File: src/spm_pkg.sv
// shared constants of the strong pullup mode control block
package spm_pkg;
  // ------------------------------------------------------------
  // clock and bus timing
  // ------------------------------------------------------------
  localparam int CLK_MHZ = 200;
  localparam int T_SLOT_US = 60;
  localparam int T_LOW1_US = 8;
  localparam int T_LOW0_US = 57;
  localparam int T_DSO_US = 3;
  localparam int T_RSTL_US = 512;
  localparam int T_PDSO_US = 70;
  localparam int T_RSTH_US = 512;
  localparam int T_SLOT_CYC = T_SLOT_US * CLK_MHZ;
  localparam int T_LOW1_CYC = T_LOW1_US * CLK_MHZ;
  localparam int T_LOW0_CYC = T_LOW0_US * CLK_MHZ;
  localparam int T_SMP_CYC = (T_LOW1_US + T_DSO_US) * CLK_MHZ;
  localparam int T_RSTL_CYC = T_RSTL_US * CLK_MHZ;
  localparam int T_PSMP_CYC = (T_RSTL_US + T_PDSO_US) * CLK_MHZ;
  localparam int T_RST_CYC = (T_RSTL_US + T_RSTH_US) * CLK_MHZ;
  // shortest pullup step, doubled per duration code
  localparam int SPU_BASE_US = 16;
  localparam int SPU_BASE_CYC = SPU_BASE_US * CLK_MHZ;
  // ------------------------------------------------------------
  // host byte codes
  // ------------------------------------------------------------
  localparam logic [7:0] CMD_DATA_MODE = 8'h00_E1;
  localparam logic [7:0] CMD_CMD_MODE = 8'h00_E3;
  localparam logic [7:0] CMD_TERM = 8'h00_F1;
  localparam logic [7:0] RESP_PRES = 8'h00_CD;
  localparam logic [7:0] RESP_NOPRES = 8'h00_ED;
  localparam logic [7:0] RESP_PULSE = 8'h00_EC;
  localparam logic [2:0] DUR_INFINITE = 3'h7;
  // ------------------------------------------------------------
  // apb register map
  // ------------------------------------------------------------
  localparam logic [7:0] OFS_CTRL = 8'h00_00;
  localparam logic [7:0] OFS_STATUS = 8'h00_04;
  localparam int CTRL_DUR_LSB = 0;
  localparam logic [2:0] CTRL_DUR_RST = 3'h4;
  localparam int ST_DATA_BIT = 0;
  localparam int ST_ARMED_BIT = 1;
  localparam int ST_SPU_BIT = 2;
  localparam int ST_HUNG_BIT = 3;
  localparam int ST_BUSY_BIT = 4;
  localparam int ST_BUF_BIT = 5;
  // ------------------------------------------------------------
  // states
  // ------------------------------------------------------------
  typedef enum logic [3:0] {
    SPM_IDLE = 4'b0001,
    SPM_SLOT = 4'b0010,
    SPM_PULL = 4'b0100,
    SPM_HUNG = 4'b1000
  } spm_state_type;
  typedef enum logic [2:0] {
    SPM_OP_BYTE = 3'b001,
    SPM_OP_BIT = 3'b010,
    SPM_OP_RST = 3'b100
  } spm_op_type;
endpackage

File: src/spm_hold_buf.sv
// one-byte holding buffer between host receiver and interpreter
`timescale 1ns/10ps
module spm_hold_buf
  import spm_pkg::*;
#(
  parameter int WIDTH = 8
) (
  input wire logic sys_clk,
  input wire logic rst,
  input wire logic in_valid,
  input wire logic [WIDTH-1:0] in_data,
  output logic in_ready,
  output logic out_valid,
  output logic [WIDTH-1:0] out_data,
  input wire logic out_ready
);
  // ------------------------------------------------------------
  // single entry; full blocks the source until drained
  // ------------------------------------------------------------
  logic full_r;
  logic [WIDTH-1:0] data_r;

  assign in_ready = !full_r;
  assign out_valid = full_r;
  assign out_data = data_r;

  always_ff @(posedge sys_clk or posedge rst) begin
    if (rst) begin
      full_r <= 1'b0;
    end else if (in_valid && !full_r) begin
      full_r <= 1'b1;
    end else if (out_ready && full_r) begin
      full_r <= 1'b0;
    end
  end

  always_ff @(posedge sys_clk or posedge rst) begin
    if (rst) begin
      data_r <= '0;
    end else if (in_valid && !full_r) begin
      data_r <= in_data;
    end
  end
endmodule

File: src/spm_slot_eng.sv
// single-wire time slot and reset pulse generator
`timescale 1ns/10ps
module spm_slot_eng
  import spm_pkg::*;
#(
  parameter int SLOT_CYC = T_SLOT_CYC,
  parameter int LOW1_CYC = T_LOW1_CYC,
  parameter int LOW0_CYC = T_LOW0_CYC,
  parameter int SMP_CYC = T_SMP_CYC,
  parameter int RSTL_CYC = T_RSTL_CYC,
  parameter int PSMP_CYC = T_PSMP_CYC,
  parameter int RST_CYC = T_RST_CYC
) (
  input wire logic sys_clk,
  input wire logic rst,
  input wire logic start,
  input wire logic is_reset,
  input wire logic wbit,
  output logic done,
  output logic rbit,
  output logic busy,
  input wire logic bus_in,
  output logic bus_out,
  output logic bus_oe
);
  logic [31:0] cnt_r;
  logic [31:0] low_end;
  logic [31:0] smp_at;
  logic [31:0] end_at;
  logic busy_r;
  logic rst_r;
  logic wbit_r;
  logic rbit_r;
  logic done_r;
  logic oe_r;
  logic s1_r;
  logic s2_r;
  logic s3_r;
  logic lvl_r;

  // ------------------------------------------------------------
  // pin synchroniser: level follows once stages two and three agree
  // ------------------------------------------------------------
  always_ff @(posedge sys_clk or posedge rst) begin
    if (rst) begin
      s1_r <= 1'b1;
      s2_r <= 1'b1;
      s3_r <= 1'b1;
      lvl_r <= 1'b1;
    end else begin
      s1_r <= bus_in;
      s2_r <= s1_r;
      s3_r <= s2_r;
      if (s2_r == s3_r) begin
        lvl_r <= s3_r;
      end
    end
  end

  assign low_end = rst_r ? 32'(RSTL_CYC) :
                   (wbit_r ? 32'(LOW1_CYC) : 32'(LOW0_CYC));
  assign smp_at = rst_r ? 32'(PSMP_CYC) : 32'(SMP_CYC);
  assign end_at = rst_r ? 32'(RST_CYC) : 32'(SLOT_CYC);

  // ------------------------------------------------------------
  // slot sequencing
  // ------------------------------------------------------------
  always_ff @(posedge sys_clk or posedge rst) begin
    if (rst) begin
      busy_r <= 1'b0;
      rst_r <= 1'b0;
      wbit_r <= 1'b1;
      cnt_r <= '0;
      done_r <= 1'b0;
      rbit_r <= 1'b1;
      oe_r <= 1'b0;
    end else begin
      done_r <= 1'b0;
      if (start && !busy_r) begin
        busy_r <= 1'b1;
        rst_r <= is_reset;
        wbit_r <= wbit;
        cnt_r <= '0;
        oe_r <= 1'b1;
      end else if (busy_r) begin
        cnt_r <= cnt_r + 32'd1;
        if (cnt_r + 32'd1 >= low_end) begin
          oe_r <= 1'b0;
        end
        // sampled level trails the pin by four cycles of synchroniser delay
        if (cnt_r == smp_at) begin
          rbit_r <= lvl_r;
        end
        if (cnt_r + 32'd1 >= end_at) begin
          busy_r <= 1'b0;
          done_r <= 1'b1;
        end
      end
    end
  end

  assign done = done_r;
  assign rbit = rbit_r;
  assign busy = busy_r;
  assign bus_out = 1'b0;
  assign bus_oe = oe_r;
endmodule

File: src/spm_ctrl.sv
// strong pullup mode control: host byte interpreter with apb registers
//
// Contract
// - pulse command with bit 1 set arms pullup; arming persists
// - armed and in data mode, pullup follows every byte
// - after eighth slot pullup starts and data response sent together
// - end of automatic pullup sends a separate pulse response
// - unlimited duration in armed data mode hangs until reset
// - termination ends pulse, pulse response sent, none for itself
// - single-bit pullup enable comes from bit 1 of the command
// - single-bit pullup stays in command mode, any duration accepted
// - single-bit response sent at pullup start, pulse response at end
// - one host byte is buffered while the previous one executes
// - E1 enters data mode, E3 command mode, no response
// - reset command pulses bus and answers with presence or no-presence code
// - data byte sent as eight slots, sampled byte returned
// - unlimited pulse command held until termination arrives
//
// The APB interface to the registers and the register offsets were left to the implementer.
`timescale 1ns/10ps
module spm_ctrl
  import spm_pkg::*;
#(
  parameter int ADDR_W = 8,
  parameter int SLOT_CYC = T_SLOT_CYC,
  parameter int LOW1_CYC = T_LOW1_CYC,
  parameter int LOW0_CYC = T_LOW0_CYC,
  parameter int SMP_CYC = T_SMP_CYC,
  parameter int RSTL_CYC = SLOT_CYC * T_RSTL_US / T_SLOT_US,
  parameter int PSMP_CYC = SLOT_CYC * (T_RSTL_US + T_PDSO_US) / T_SLOT_US,
  parameter int RST_CYC = SLOT_CYC * (T_RSTL_US + T_RSTH_US) / T_SLOT_US,
  parameter int SPU_BASE = SPU_BASE_CYC
) (
  input wire logic sys_clk,
  input wire logic rst,
  input wire logic psel,
  input wire logic penable,
  input wire logic pwrite,
  input wire logic [ADDR_W-1:0] paddr,
  input wire logic [31:0] pwdata,
  output logic [31:0] prdata,
  output logic pready,
  output logic pslverr,
  input wire logic host_valid,
  input wire logic [7:0] host_data,
  output logic host_ready,
  output logic resp_valid,
  output logic [7:0] resp_data,
  input wire logic resp_ready,
  input wire logic bus_in,
  output logic bus_out,
  output logic bus_oe,
  output logic spu_en
);
  // ------------------------------------------------------------
  // declarations
  // ------------------------------------------------------------
  spm_state_type state_r;
  spm_state_type state_nxt;
  spm_op_type op_r;
  logic cmd_valid;
  logic [7:0] cmd_byte;
  logic cmd_take;
  logic data_mode_r;
  logic armed_r;
  logic [7:0] shift_r;
  logic [7:0] shift_in;
  logic [2:0] bitcnt_r;
  logic [7:0] bitcmd_r;
  logic spu_inf_r;
  logic [31:0] spu_cnt_r;
  logic pend_pulse_r;
  logic resp_valid_r;
  logic [7:0] resp_data_r;
  logic [2:0] dur_r;
  logic eng_start;
  logic eng_reset;
  logic eng_wbit;
  logic eng_done;
  logic eng_rbit;
  logic eng_busy;
  logic is_pulse;
  logic is_reset;
  logic is_bit;
  logic free;
  logic idle_take;
  logic pull_start;
  logic pull_end;
  logic term_hit;
  logic last_bit;
  logic load_resp;
  logic [7:0] load_data;
  logic apb_acc;
  logic sel_ctrl;
  logic sel_stat;

  // ------------------------------------------------------------
  // host byte buffer and slot engine
  // ------------------------------------------------------------
  spm_hold_buf #(
    .WIDTH(8)
  ) u_buf (
    .sys_clk(sys_clk),
    .rst(rst),
    .in_valid(host_valid),
    .in_data(host_data),
    .in_ready(host_ready),
    .out_valid(cmd_valid),
    .out_data(cmd_byte),
    .out_ready(cmd_take)
  );

  spm_slot_eng #(
    .SLOT_CYC(SLOT_CYC),
    .LOW1_CYC(LOW1_CYC),
    .LOW0_CYC(LOW0_CYC),
    .SMP_CYC(SMP_CYC),
    .RSTL_CYC(RSTL_CYC),
    .PSMP_CYC(PSMP_CYC),
    .RST_CYC(RST_CYC)
  ) u_eng (
    .sys_clk(sys_clk),
    .rst(rst),
    .start(eng_start),
    .is_reset(eng_reset),
    .wbit(eng_wbit),
    .done(eng_done),
    .rbit(eng_rbit),
    .busy(eng_busy),
    .bus_in(bus_in),
    .bus_out(bus_out),
    .bus_oe(bus_oe)
  );

  // ------------------------------------------------------------
  // command decode
  // ------------------------------------------------------------
  assign is_pulse = (cmd_byte[7:5] == 3'b111) &&
                    (cmd_byte[3:2] == 2'b11) && cmd_byte[0];
  assign is_reset = (cmd_byte[7:4] == 4'hC) && (cmd_byte[1:0] == 2'b01);
  assign is_bit = (cmd_byte[7:5] == 3'b100) && cmd_byte[0];
  // a new byte waits until no response is outstanding
  assign free = !resp_valid_r && !pend_pulse_r;
  assign idle_take = (state_r == SPM_IDLE) && cmd_valid && free;
  // termination only counts outside data mode
  assign term_hit = (state_r == SPM_PULL) && cmd_valid && !data_mode_r &&
                    (cmd_byte == CMD_TERM);
  assign shift_in = {eng_rbit, shift_r[7:1]};
  assign last_bit = (bitcnt_r == 3'd7);
  assign pull_end = (state_r == SPM_PULL) &&
                    (term_hit || (!spu_inf_r && spu_cnt_r == 32'd0));

  always_comb begin
    cmd_take = 1'b0;
    if (idle_take || term_hit) begin
      cmd_take = 1'b1;
    end
  end

  // ------------------------------------------------------------
  // sequencing
  // ------------------------------------------------------------
  always_comb begin
    state_nxt = state_r;
    eng_start = 1'b0;
    eng_reset = 1'b0;
    eng_wbit = 1'b1;
    pull_start = 1'b0;
    load_resp = 1'b0;
    load_data = 8'h00_00;
    case (state_r)
      SPM_IDLE: begin
        if (idle_take) begin
          if (data_mode_r && cmd_byte != CMD_CMD_MODE) begin
            eng_start = 1'b1;
            eng_wbit = cmd_byte[0];
            state_nxt = SPM_SLOT;
          end else if (!data_mode_r && is_pulse) begin
            pull_start = 1'b1;
            state_nxt = SPM_PULL;
          end else if (!data_mode_r && is_reset) begin
            eng_start = 1'b1;
            eng_reset = 1'b1;
            state_nxt = SPM_SLOT;
          end else if (!data_mode_r && is_bit) begin
            eng_start = 1'b1;
            eng_wbit = cmd_byte[4];
            state_nxt = SPM_SLOT;
          end
        end
      end
      SPM_SLOT: begin
        if (eng_done) begin
          case (op_r)
            SPM_OP_RST: begin
              load_resp = 1'b1;
              load_data = eng_rbit ? RESP_NOPRES : RESP_PRES;
              state_nxt = SPM_IDLE;
            end
            SPM_OP_BIT: begin
              load_resp = 1'b1;
              load_data = {bitcmd_r[7:2], eng_rbit, eng_rbit};
              if (bitcmd_r[1]) begin
                pull_start = 1'b1;
                state_nxt = SPM_PULL;
              end else begin
                state_nxt = SPM_IDLE;
              end
            end
            default: begin
              if (last_bit) begin
                load_resp = 1'b1;
                load_data = shift_in;
                if (armed_r && dur_r == DUR_INFINITE) begin
                  state_nxt = SPM_HUNG;
                end else if (armed_r) begin
                  pull_start = 1'b1;
                  state_nxt = SPM_PULL;
                end else begin
                  state_nxt = SPM_IDLE;
                end
              end else begin
                eng_start = 1'b1;
                eng_wbit = shift_r[1];
              end
            end
          endcase
        end
      end
      SPM_PULL: begin
        if (pull_end) begin
          state_nxt = SPM_IDLE;
        end
      end
      SPM_HUNG: begin
        state_nxt = SPM_HUNG;
      end
      default: begin
        state_nxt = SPM_IDLE;
      end
    endcase
  end

  always_ff @(posedge sys_clk or posedge rst) begin
    if (rst) begin
      state_r <= SPM_IDLE;
    end else begin
      state_r <= state_nxt;
    end
  end

  // ------------------------------------------------------------
  // mode and arming
  // ------------------------------------------------------------
  always_ff @(posedge sys_clk or posedge rst) begin
    if (rst) begin
      data_mode_r <= 1'b0;
      armed_r <= 1'b0;
    end else if (idle_take) begin
      if (data_mode_r && cmd_byte == CMD_CMD_MODE) begin
        data_mode_r <= 1'b0;
      end else if (!data_mode_r && cmd_byte == CMD_DATA_MODE) begin
        data_mode_r <= 1'b1;
      end else if (!data_mode_r && is_pulse) begin
        armed_r <= cmd_byte[1];
      end
    end
  end

  // ------------------------------------------------------------
  // slot operands
  // ------------------------------------------------------------
  always_ff @(posedge sys_clk or posedge rst) begin
    if (rst) begin
      op_r <= SPM_OP_BYTE;
      shift_r <= 8'h00_00;
      bitcnt_r <= 3'd0;
      bitcmd_r <= 8'h00_00;
    end else if (idle_take) begin
      shift_r <= cmd_byte;
      bitcnt_r <= 3'd0;
      bitcmd_r <= cmd_byte;
      if (data_mode_r) begin
        op_r <= SPM_OP_BYTE;
      end else if (is_reset) begin
        op_r <= SPM_OP_RST;
      end else begin
        op_r <= SPM_OP_BIT;
      end
    end else if (state_r == SPM_SLOT && eng_done && op_r == SPM_OP_BYTE) begin
      shift_r <= shift_in;
      bitcnt_r <= bitcnt_r + 3'd1;
    end
  end

  // ------------------------------------------------------------
  // strong pullup timer
  // ------------------------------------------------------------
  always_ff @(posedge sys_clk or posedge rst) begin
    if (rst) begin
      spu_cnt_r <= '0;
      spu_inf_r <= 1'b0;
    end else if (pull_start) begin
      // unlimited only survives in command mode; data mode hangs earlier
      spu_inf_r <= (dur_r == DUR_INFINITE);
      spu_cnt_r <= 32'(SPU_BASE) << dur_r;
    end else if (state_r == SPM_PULL && spu_cnt_r != 32'd0) begin
      spu_cnt_r <= spu_cnt_r - 32'd1;
    end
  end

  // pullup switches with the state, one cycle after the slot engine drops busy
  assign spu_en = (state_r == SPM_PULL) || (state_r == SPM_HUNG);

  // ------------------------------------------------------------
  // response path
  // ------------------------------------------------------------
  always_ff @(posedge sys_clk or posedge rst) begin
    if (rst) begin
      pend_pulse_r <= 1'b0;
    end else if (pull_end) begin
      pend_pulse_r <= 1'b1;
    end else if (pend_pulse_r && !resp_valid_r) begin
      pend_pulse_r <= 1'b0;
    end
  end

  always_ff @(posedge sys_clk or posedge rst) begin
    if (rst) begin
      resp_valid_r <= 1'b0;
      resp_data_r <= 8'h00_00;
    end else if (load_resp) begin
      resp_valid_r <= 1'b1;
      resp_data_r <= load_data;
    end else if (pend_pulse_r && !resp_valid_r) begin
      resp_valid_r <= 1'b1;
      resp_data_r <= RESP_PULSE;
    end else if (resp_ready) begin
      resp_valid_r <= 1'b0;
    end
  end

  assign resp_valid = resp_valid_r;
  assign resp_data = resp_data_r;

  // ------------------------------------------------------------
  // apb registers
  // ------------------------------------------------------------
  assign apb_acc = psel && penable;
  assign sel_ctrl = (paddr == ADDR_W'(OFS_CTRL));
  assign sel_stat = (paddr == ADDR_W'(OFS_STATUS));
  assign pready = 1'b1;
  assign pslverr = apb_acc && !(sel_ctrl || (sel_stat && !pwrite));

  always_ff @(posedge sys_clk or posedge rst) begin
    if (rst) begin
      dur_r <= CTRL_DUR_RST;
    end else if (apb_acc && pwrite && sel_ctrl) begin
      dur_r <= pwdata[CTRL_DUR_LSB +: 3];
    end
  end

  always_ff @(posedge sys_clk or posedge rst) begin
    if (rst) begin
      prdata <= '0;
    end else if (psel && !penable && !pwrite) begin
      prdata <= '0;
      if (sel_ctrl) begin
        prdata[CTRL_DUR_LSB +: 3] <= dur_r;
      end else if (sel_stat) begin
        prdata[ST_DATA_BIT] <= data_mode_r;
        prdata[ST_ARMED_BIT] <= armed_r;
        prdata[ST_SPU_BIT] <= spu_en;
        prdata[ST_HUNG_BIT] <= (state_r == SPM_HUNG);
        prdata[ST_BUSY_BIT] <= eng_busy || (state_r != SPM_IDLE);
        prdata[ST_BUF_BIT] <= cmd_valid;
      end
    end
  end
endmodule

File: config.mk
export PLATFORM = sky130hd
export DESIGN_NAME = spm_ctrl
export DESIGN_NICKNAME = d
export VERILOG_FILES = /design/src/spm_pkg.sv /design/src/spm_hold_buf.sv /design/src/spm_slot_eng.sv /design/src/spm_ctrl.sv
export SDC_FILE = /design/constraint.sdc
export NUM_CORES = 1
export LEC_CHECK = 0
export ABC_AREA = 0
export ABC_CLOCK_PERIOD_IN_PS = 4800
export BUFFER_PORTS_ARGS = -buffer_cell sky130_fd_sc_hd__buf_2
export CAP_MARGIN = 30
export CORE_AREA = 2 2 140 142
export DETAILED_ROUTE_END_ITERATION = 8
export DIE_AREA = 0 0 142 144
export GPL_TIMING_DRIVEN = 0
export HOLD_SLACK_MARGIN = 0.15
export RECOVER_POWER = 100
export SLEW_MARGIN = 20
export SYNTH_ARGS = -nofsm -noshare
export SYNTH_HDL_FRONTEND = slang
export SYNTH_SLANG_ARGS = --single-unit
File: constraint.sdc
create_clock -name sys_clk -period 4.8 [get_ports sys_clk]
set_input_delay 0.24 -clock sys_clk [delete_from_list [all_inputs] [get_ports sys_clk]]
set_output_delay 0.24 -clock sys_clk [all_outputs]
set_load 0.005 [all_outputs]
==> impl_metrics.json, run 1 <==
{
  "status": "complete, but fails checks",
  "violations": "max-capacitance violations, max-slew violations",
  "place_ws_ns": 1.21,
  "crit_type": "register to register",
  "utilization": 0.488,
  "cts.sinks": 129,
  "post_synth.cell_area_avg_um2": 8.98,
  "powerDensity_mw_per_mm2": 456,
  "tightest_slew_ns": 1.81,
  "slowest_delay_ns": 0.54,
  "final_area_mm2": 0.00932,
  "drtIter0Drc": 408,
  "synth-edff-count": 0,
  "rows": 51,
  "grt_max_degree": 94,
  "path_clk_slew_ns": 0.06,
  "fin_crit_ns": 3.68,
  "grt_overflow": 0,
  "crit_buf_inv": 0,
  "hold_start": "resp_ready",
  "dr_wl_met2_um": 9440,
  "drc": 0,
  "rsz0062_at_grt": "false",
  "max_clock_freq_mhz": 271,
  "die_h_um": 144,
  "fin_cells": 1243,
  "synth-main-ff-cell": "dfrtp_1",
  "crit_required_ns": 5.14,
  "grt_pass1_wl_um": 32800,
  "vias": 6729,
  "core_mm2": 0.0191,
  "placed_area_mm2": 0.00863,
  "initial_core_util": 0.418,
  "grt_antenna_before_repair": 0,
  "crit_path_end_kind": "register",
  "p_leak_nw": 4.22,
  "fillers": 1846,
  "startpoint": "u_eng.cnt_r[6]$_DFFE_PP0P_",
  "layout-drive-gt1-share": 0.149,
  "clk_path_buf_depth": 2,
  "synthTopCellsByArea": "dfrtp_1 38%, nand2_1 6.9%, ha_1 3.9%",
  "cts_resized": 0,
  "io_buffers": 44,
  "yosysTopAreaCell": "dfrtp_1",
  "power_w": 0.00425,
  "tritoncts": "yes",
  "syn_area_mm2": 0.00798,
  "crit_family": "compound AO/OA/AOI/OAI gates",
  "antenna_cells": 0,
  "dp_hpwl_um": 14100,
  "vias_per_cell": 5.41,
  "post-route-period-util": 0.767,
  "fin_skew_ns": 0.0144,
  "cp_common_cell": "and3_1",
  "yosys_register_bits": 129,
  "dp_cells": 1197,
  "multi_input_area_mm2": 0.00432,
  "critPathArrivalTime_ns": 4.02,
  "die_x_um": 142,
  "globalRouteTotalUtil": 0.202,
  "ant_nets": 0,
  "setup_viol": 0,
  "ys_seq_area_frac": 0.406,
  "maxSlewViolCount": 37,
  "wl_per_cell_um": 15.9,
  "dr_wl_met3_um": 606,
  "ioPinCount": 103,
  "synth_top_cell_area_share": 0.376,
  "relSlewSlack": -0.216,
  "hold_class": "input port to register",
  "finalHoldViolCount": 0,
  "htreeDepth": 4,
  "syn-instance-count": 888,
  "crit_slowest_cell": "dfrtp_1",
  "cts_root_buffer": "clkbuf_16",
  "synth_warnings": 0,
  "maxCapViolations": 1,
  "globalplace.congestion": 0.862,
  "dr.pass1.iters": 5,
  "r2r-start": "u_eng.cnt_r[6]$_DFFE_PP0P_",
  "clock_latency_ns": 0.43,
  "cp-start-kind": "register",
  "wl_um": 19800,
  "peakVddDrop_mv": 0.369,
  "synth_cell_types": 80,
  "async_flop_share": 1.00,
  "grt_pass1_vias": 6348,
  "met1_length_um": 9460,
  "syn_to_final_growth_pct": 16.8,
  "dieArea_mm2": 0.0204,
  "setup_ws_ns": 1.12,
  "crit_path_cell_trace": "nand4_4, nor3_1, and3_1, xor2_1, ha_1, and3_1, a221oi_1, o21ai_0, a211oi_1, o31ai_1, a221oi_2",
  "dr.max_layer_used": "met4",
  "seq_area_mm2": 0.00324,
  "nNetsFinal": 1073,
  "cts_buffers": 17,
  "cp_max_fo": 8
}
## worst paths after layout
path,slack [ns],endpoint,cells after the start
min in group asynchronous,0.80,u_eng.cnt_r[1]$_DFFE_PP0P_,3
worst max register to register,1.12,u_eng.bus_oe$_DFFE_PP0P_,11
worst max-delay path,1.12,u_eng.bus_oe$_DFFE_PP0P_,11
worst min-delay path,0.18,resp_valid$_DFFE_PP0P_,3
worst min register to register,0.36,u_eng.s2_r$_DFF_PP1_,0
max in group asynchronous,2.87,dur_r[2]$_DFFE_PP1P_,4
## metal layers
metal / vias up / GRT usage
met5: - / 0
met4: 0 / 0.0547
met3: 21 / 0.0374
met2: 114 / 0.332
met1: 3258 / 0.275
li1: 3336 / -
## repair_timing
action	4_1_cts	5_1_grt
endpoints found under the hold margin	48	0
hold buffers	13	0
setup buffers	0	0
## placed cells by master, fill, tap and decap left out, types with 21 or more instances in the layout
cell	n
nor2_1	63
nand3_1	36
a21oi_1	21
dfrtp_1	120
ha_1	25
o21ai_0	62
buf_2	29
xor2_1	32
nand2_1	147
clkbuf_1	45
buf_4	35
conb_1	28
## sequential cells by signal, summed over array words and instances (netlist names), 4 cells and up
name            cells
bitcmd_r            7
prdata              6
resp_data           8
shift_r             7
spu_cnt_r          32
state_r             4
u_buf.out_data      8
u_eng.cnt_r        32
## area by class of cell
| cell class | instances | share of cell area |
|---|---|---|
| clock inverters | 14 | 0.0169 |
| clock buffers | 18 | 0.0461 |
| repair buffers | 59 | 0.0389 |
| inverters | 18 | 0.00739 |
| multi-input cells | 696 | 0.463 |
| plain buffers | 71 | 0.0477 |
| well taps | 238 | 0.0320 |
| flip-flops and latches | 129 | 0.348 |
## Yosys cell counts (all sizes together) (11+ instances only)
cell type and n:
clkbuf 28, ha 25, mux2i 14, nand4 22, inv 18, xor2 32, xnor2 19, and3 12
nand3 37, nand2 147, nor2 65, and2 12, dfrtp 120, buf 43, mux2 15, o21ai 64
a21oi 22, nor3 21, o211ai 11, nor4 17
## worst min-delay path, stage by stage
cell and delay (ns):
buf_2 0.11, a21oi_1 0.12, or2_2 0.10
## where the power goes
part | switching [W] | leakage (nW) | total, W | internal (W)
combinational | 0.000870 | 2.23 | 0.00141 | 0.000542
clock | 0.000534 | 0.288 | 0.00131 | 0.000774
sequential | 0.000226 | 1.71 | 0.00153 | 0.00130
## cells by family after synthesis
group           Yosys count  synth area share
flops                   129             0.406
other cells               2          0.000941
mux                      29            0.0387
simple gates            397             0.257
buf+inv                  89            0.0651
fa+ha+maj                26            0.0405
compound gates          165             0.135
xor+xnor                 51            0.0560
## through the flow
stage | setup TNS, ns | hold slack, ns
finish | 0 | 0.182
global route | 0 | 0.179
CTS | 0 | 0.159
detailed placement | 0 | 0.242
global placement | -88.03 | 0.346
floorplan | 0 | 0.244
No activity file was read; power rests on OpenSTA's default activity.
==> run 2, diff against run 1 <==
--- a/config.mk
+++ b/config.mk
@@ -6,7 +6,7 @@
 export NUM_CORES = 1
 export LEC_CHECK = 0
 export ABC_AREA = 0
-export ABC_CLOCK_PERIOD_IN_PS = 4800
+export ABC_CLOCK_PERIOD_IN_PS = 3000
 export BUFFER_PORTS_ARGS = -buffer_cell sky130_fd_sc_hd__buf_2
 export CAP_MARGIN = 30
 export CORE_AREA = 2 2 140 142
==> constraint.sdc (replaced) <==
create_clock -name sys_clk -period 3 [get_ports sys_clk]
set_input_delay 0.15 -clock sys_clk [delete_from_list [all_inputs] [get_ports sys_clk]]
set_output_delay 0.15 -clock sys_clk [all_outputs]
set_load 0.005 [all_outputs]
==> run 2 against run 1 <==
Compared with the run above: the flow still finishes with violations (max-capacitance violations, max-slew violations); clock skew down 0.0072 ns; register-to-register slack worse by 1.0 ns; combinational power up 68%; sequential share of layout area down 0.99 points; critical path depth up 1; via count up 2.4%; power up 62%; sequential power up 60%; hold slack worse by 0.021 ns; highest routed layer unchanged.
==> impl_metrics.json, run 2 (same netlist as run 1, synthesis figures left out) <==
{
  "ioPinCount": 103,
  "grt_pass1_vias": 6565,
  "status": "complete, but fails checks",
  "layout_common_cells": "145 x nand2_1, 116 x dfrtp_1, 62 x nor2_1",
  "post-route-period-util": 0.977,
  "fillers": 1778,
  "clock_latency_ns": 0.43,
  "crit_type": "register to register",
  "nNetsFinal": 1095,
  "die_h_um": 144,
  "dp_cells": 1200,
  "slowest_delay_ns": 0.44,
  "globalRouteTotalUtil": 0.205,
  "final_area_mm2": 0.00960,
  "grt_max_degree": 33,
  "cts_root_buffer": "clkbuf_16",
  "grt_pass1_wl_um": 33300,
  "critPathArrivalTime_ns": 3.27,
  "crit_required_ns": 3.34,
  "peakVddDrop_mv": 0.551,
  "layout-drive-gt1-share": 0.183,
  "rows": 51,
  "rsz0062_at_grt": "true",
  "crit_path_end_kind": "register",
  "path_clk_slew_ns": 0.06,
  "multi_input_area_mm2": 0.00443,
  "relSlewSlack": -0.147,
  "vias": 6889,
  "crit_family": "simple AND/OR/NAND/NOR gates",
  "dp_hpwl_um": 14400,
  "drtIter0Drc": 537,
  "cts_buffers": 17,
  "fin_crit_ns": 2.93,
  "cts.sinks": 129,
  "hold_class": "input port to register",
  "fin_cells": 1265,
  "grt_antenna_before_repair": 0,
  "io_buffers": 44,
  "syn_to_final_growth_pct": 20.4,
  "finalHoldViolCount": 0,
  "placed_area_mm2": 0.00868,
  "initial_core_util": 0.418,
  "die_x_um": 142,
  "antenna_cells": 0,
  "max_clock_freq_mhz": 341,
  "wl_per_cell_um": 15.9,
  "dr.pass1.iters": 5,
  "globalplace.congestion": 0.840,
  "fin_skew_ns": 0.00718,
  "finalSetupTns_ns": 0,
  "cp_max_fo": 7,
  "wl_um": 20100,
  "maxSlewViolCount": 61,
  "layout_commonest_cell": "nand2_1",
  "grt_overflow": 0,
  "p_leak_nw": 4.37,
  "powerDensity_mw_per_mm2": 718,
  "rrSetupSlack_ns": 0.07,
  "ant_nets": 0,
  "core_mm2": 0.0191,
  "clk_path_buf_depth": 2,
  "crit_path_cell_trace": "ha_4, nand2_4, or3_1, buf_6, xnor2_1, ha_1, and3_4, and2_1, and4_1, a211oi_2, o31ai_2, a221oi_2",
  "htreeDepth": 4,
  "setup_viol": 0,
  "crit_buf_inv": 1,
  "maxCapViolations": 2,
  "crit_slowest_cell": "dfrtp_2",
  "tritoncts": "yes",
  "tightest_slew_ns": 1.72,
  "seq_area_mm2": 0.00324,
  "drc": 0,
  "cp-start-kind": "register",
  "dieArea_mm2": 0.0204,
  "vias_per_cell": 5.45,
  "violations": "max-capacitance violations, max-slew violations",
  "reg_top3": "spu_cnt_r (32), u_eng.cnt_r (32)"
}
[run 2: final timing paths]
kind / startpoint / endpoint / cells after the start
min in group asynchronous: rst / u_eng.cnt_r[7]$_DFFE_PP0P_ / 3
max in group asynchronous: rst / op_r[0]$_DFFE_PP1P_ / 5
hold / removal: psel / prdata[1]$_DFFE_PP0P_ / 4
setup / recovery: u_eng.cnt_r[1]$_DFFE_PP0P_ / u_eng.bus_oe$_DFFE_PP0P_ / 12
hold reg to reg: u_eng.s1_r$_DFF_PP1_ / u_eng.s2_r$_DFF_PP1_ / 0
setup reg to reg: u_eng.cnt_r[1]$_DFFE_PP0P_ / u_eng.bus_oe$_DFFE_PP0P_ / 12
[run 2: worst min-delay path, cell delays in order]
cell and delay [ns]:
buf_2 0.10, nand2_1 0.07, nor2_1 0.11, a22o_1 0.12
[run 2: area by class of cell]
class,count,area share
inverter,18,0.00717
clock buffer,17,0.0443
sequential,129,0.338
buffer,71,0.0477
multi-input combinational,696,0.461
tap,238,0.0310
clock inverter,15,0.0164
timing repair buffer,81,0.0546
[run 2: what timing repair did]
item / 4_1_cts / 5_1_grt
hold buffers: 18 / 0
endpoints found under the hold margin: 79 / 0
setup buffers: 4 / 10
gates resized for setup: 14 / 17
endpoints found under the setup margin: 23 / 24
pin swaps: 1 / 11
[run 2: metrics by stage]
| step | utilization | worst slack (ns) | power [W] | hold slack (ns) |
|---|---|---|---|---|
| floorplan | - | 0.166 | 0.00406 | 0.154 |
| global placement | 0.451 | -0.535 | 0.00470 | 0.259 |
| detailed placement | 0.455 | -0.507 | 0.00473 | 0.127 |
| CTS | 0.499 | -0.0872 | 0.00693 | 0.155 |
| global route | 0.503 | -0.0384 | 0.00738 | 0.201 |
| finish | 0.503 | 0.0696 | 0.00690 | 0.161 |
[run 2: routing by layer]
layer  GRT usage  vias to the layer above  wire [um]
li1            -                     3382          -
met1       0.270                     3320       9320
met2       0.337                      149       9610
met3      0.0414                       38        743
met4      0.0758                        0        426
met5           0                        -          0
[run 2: report_power, final]
group          switching [W]  internal (W)  leakage, nW  total (W)
logic                0.00144      0.000927         2.37    0.00237
registers           0.000357       0.00209         1.70    0.00245
clock network       0.000851       0.00123        0.287    0.00208
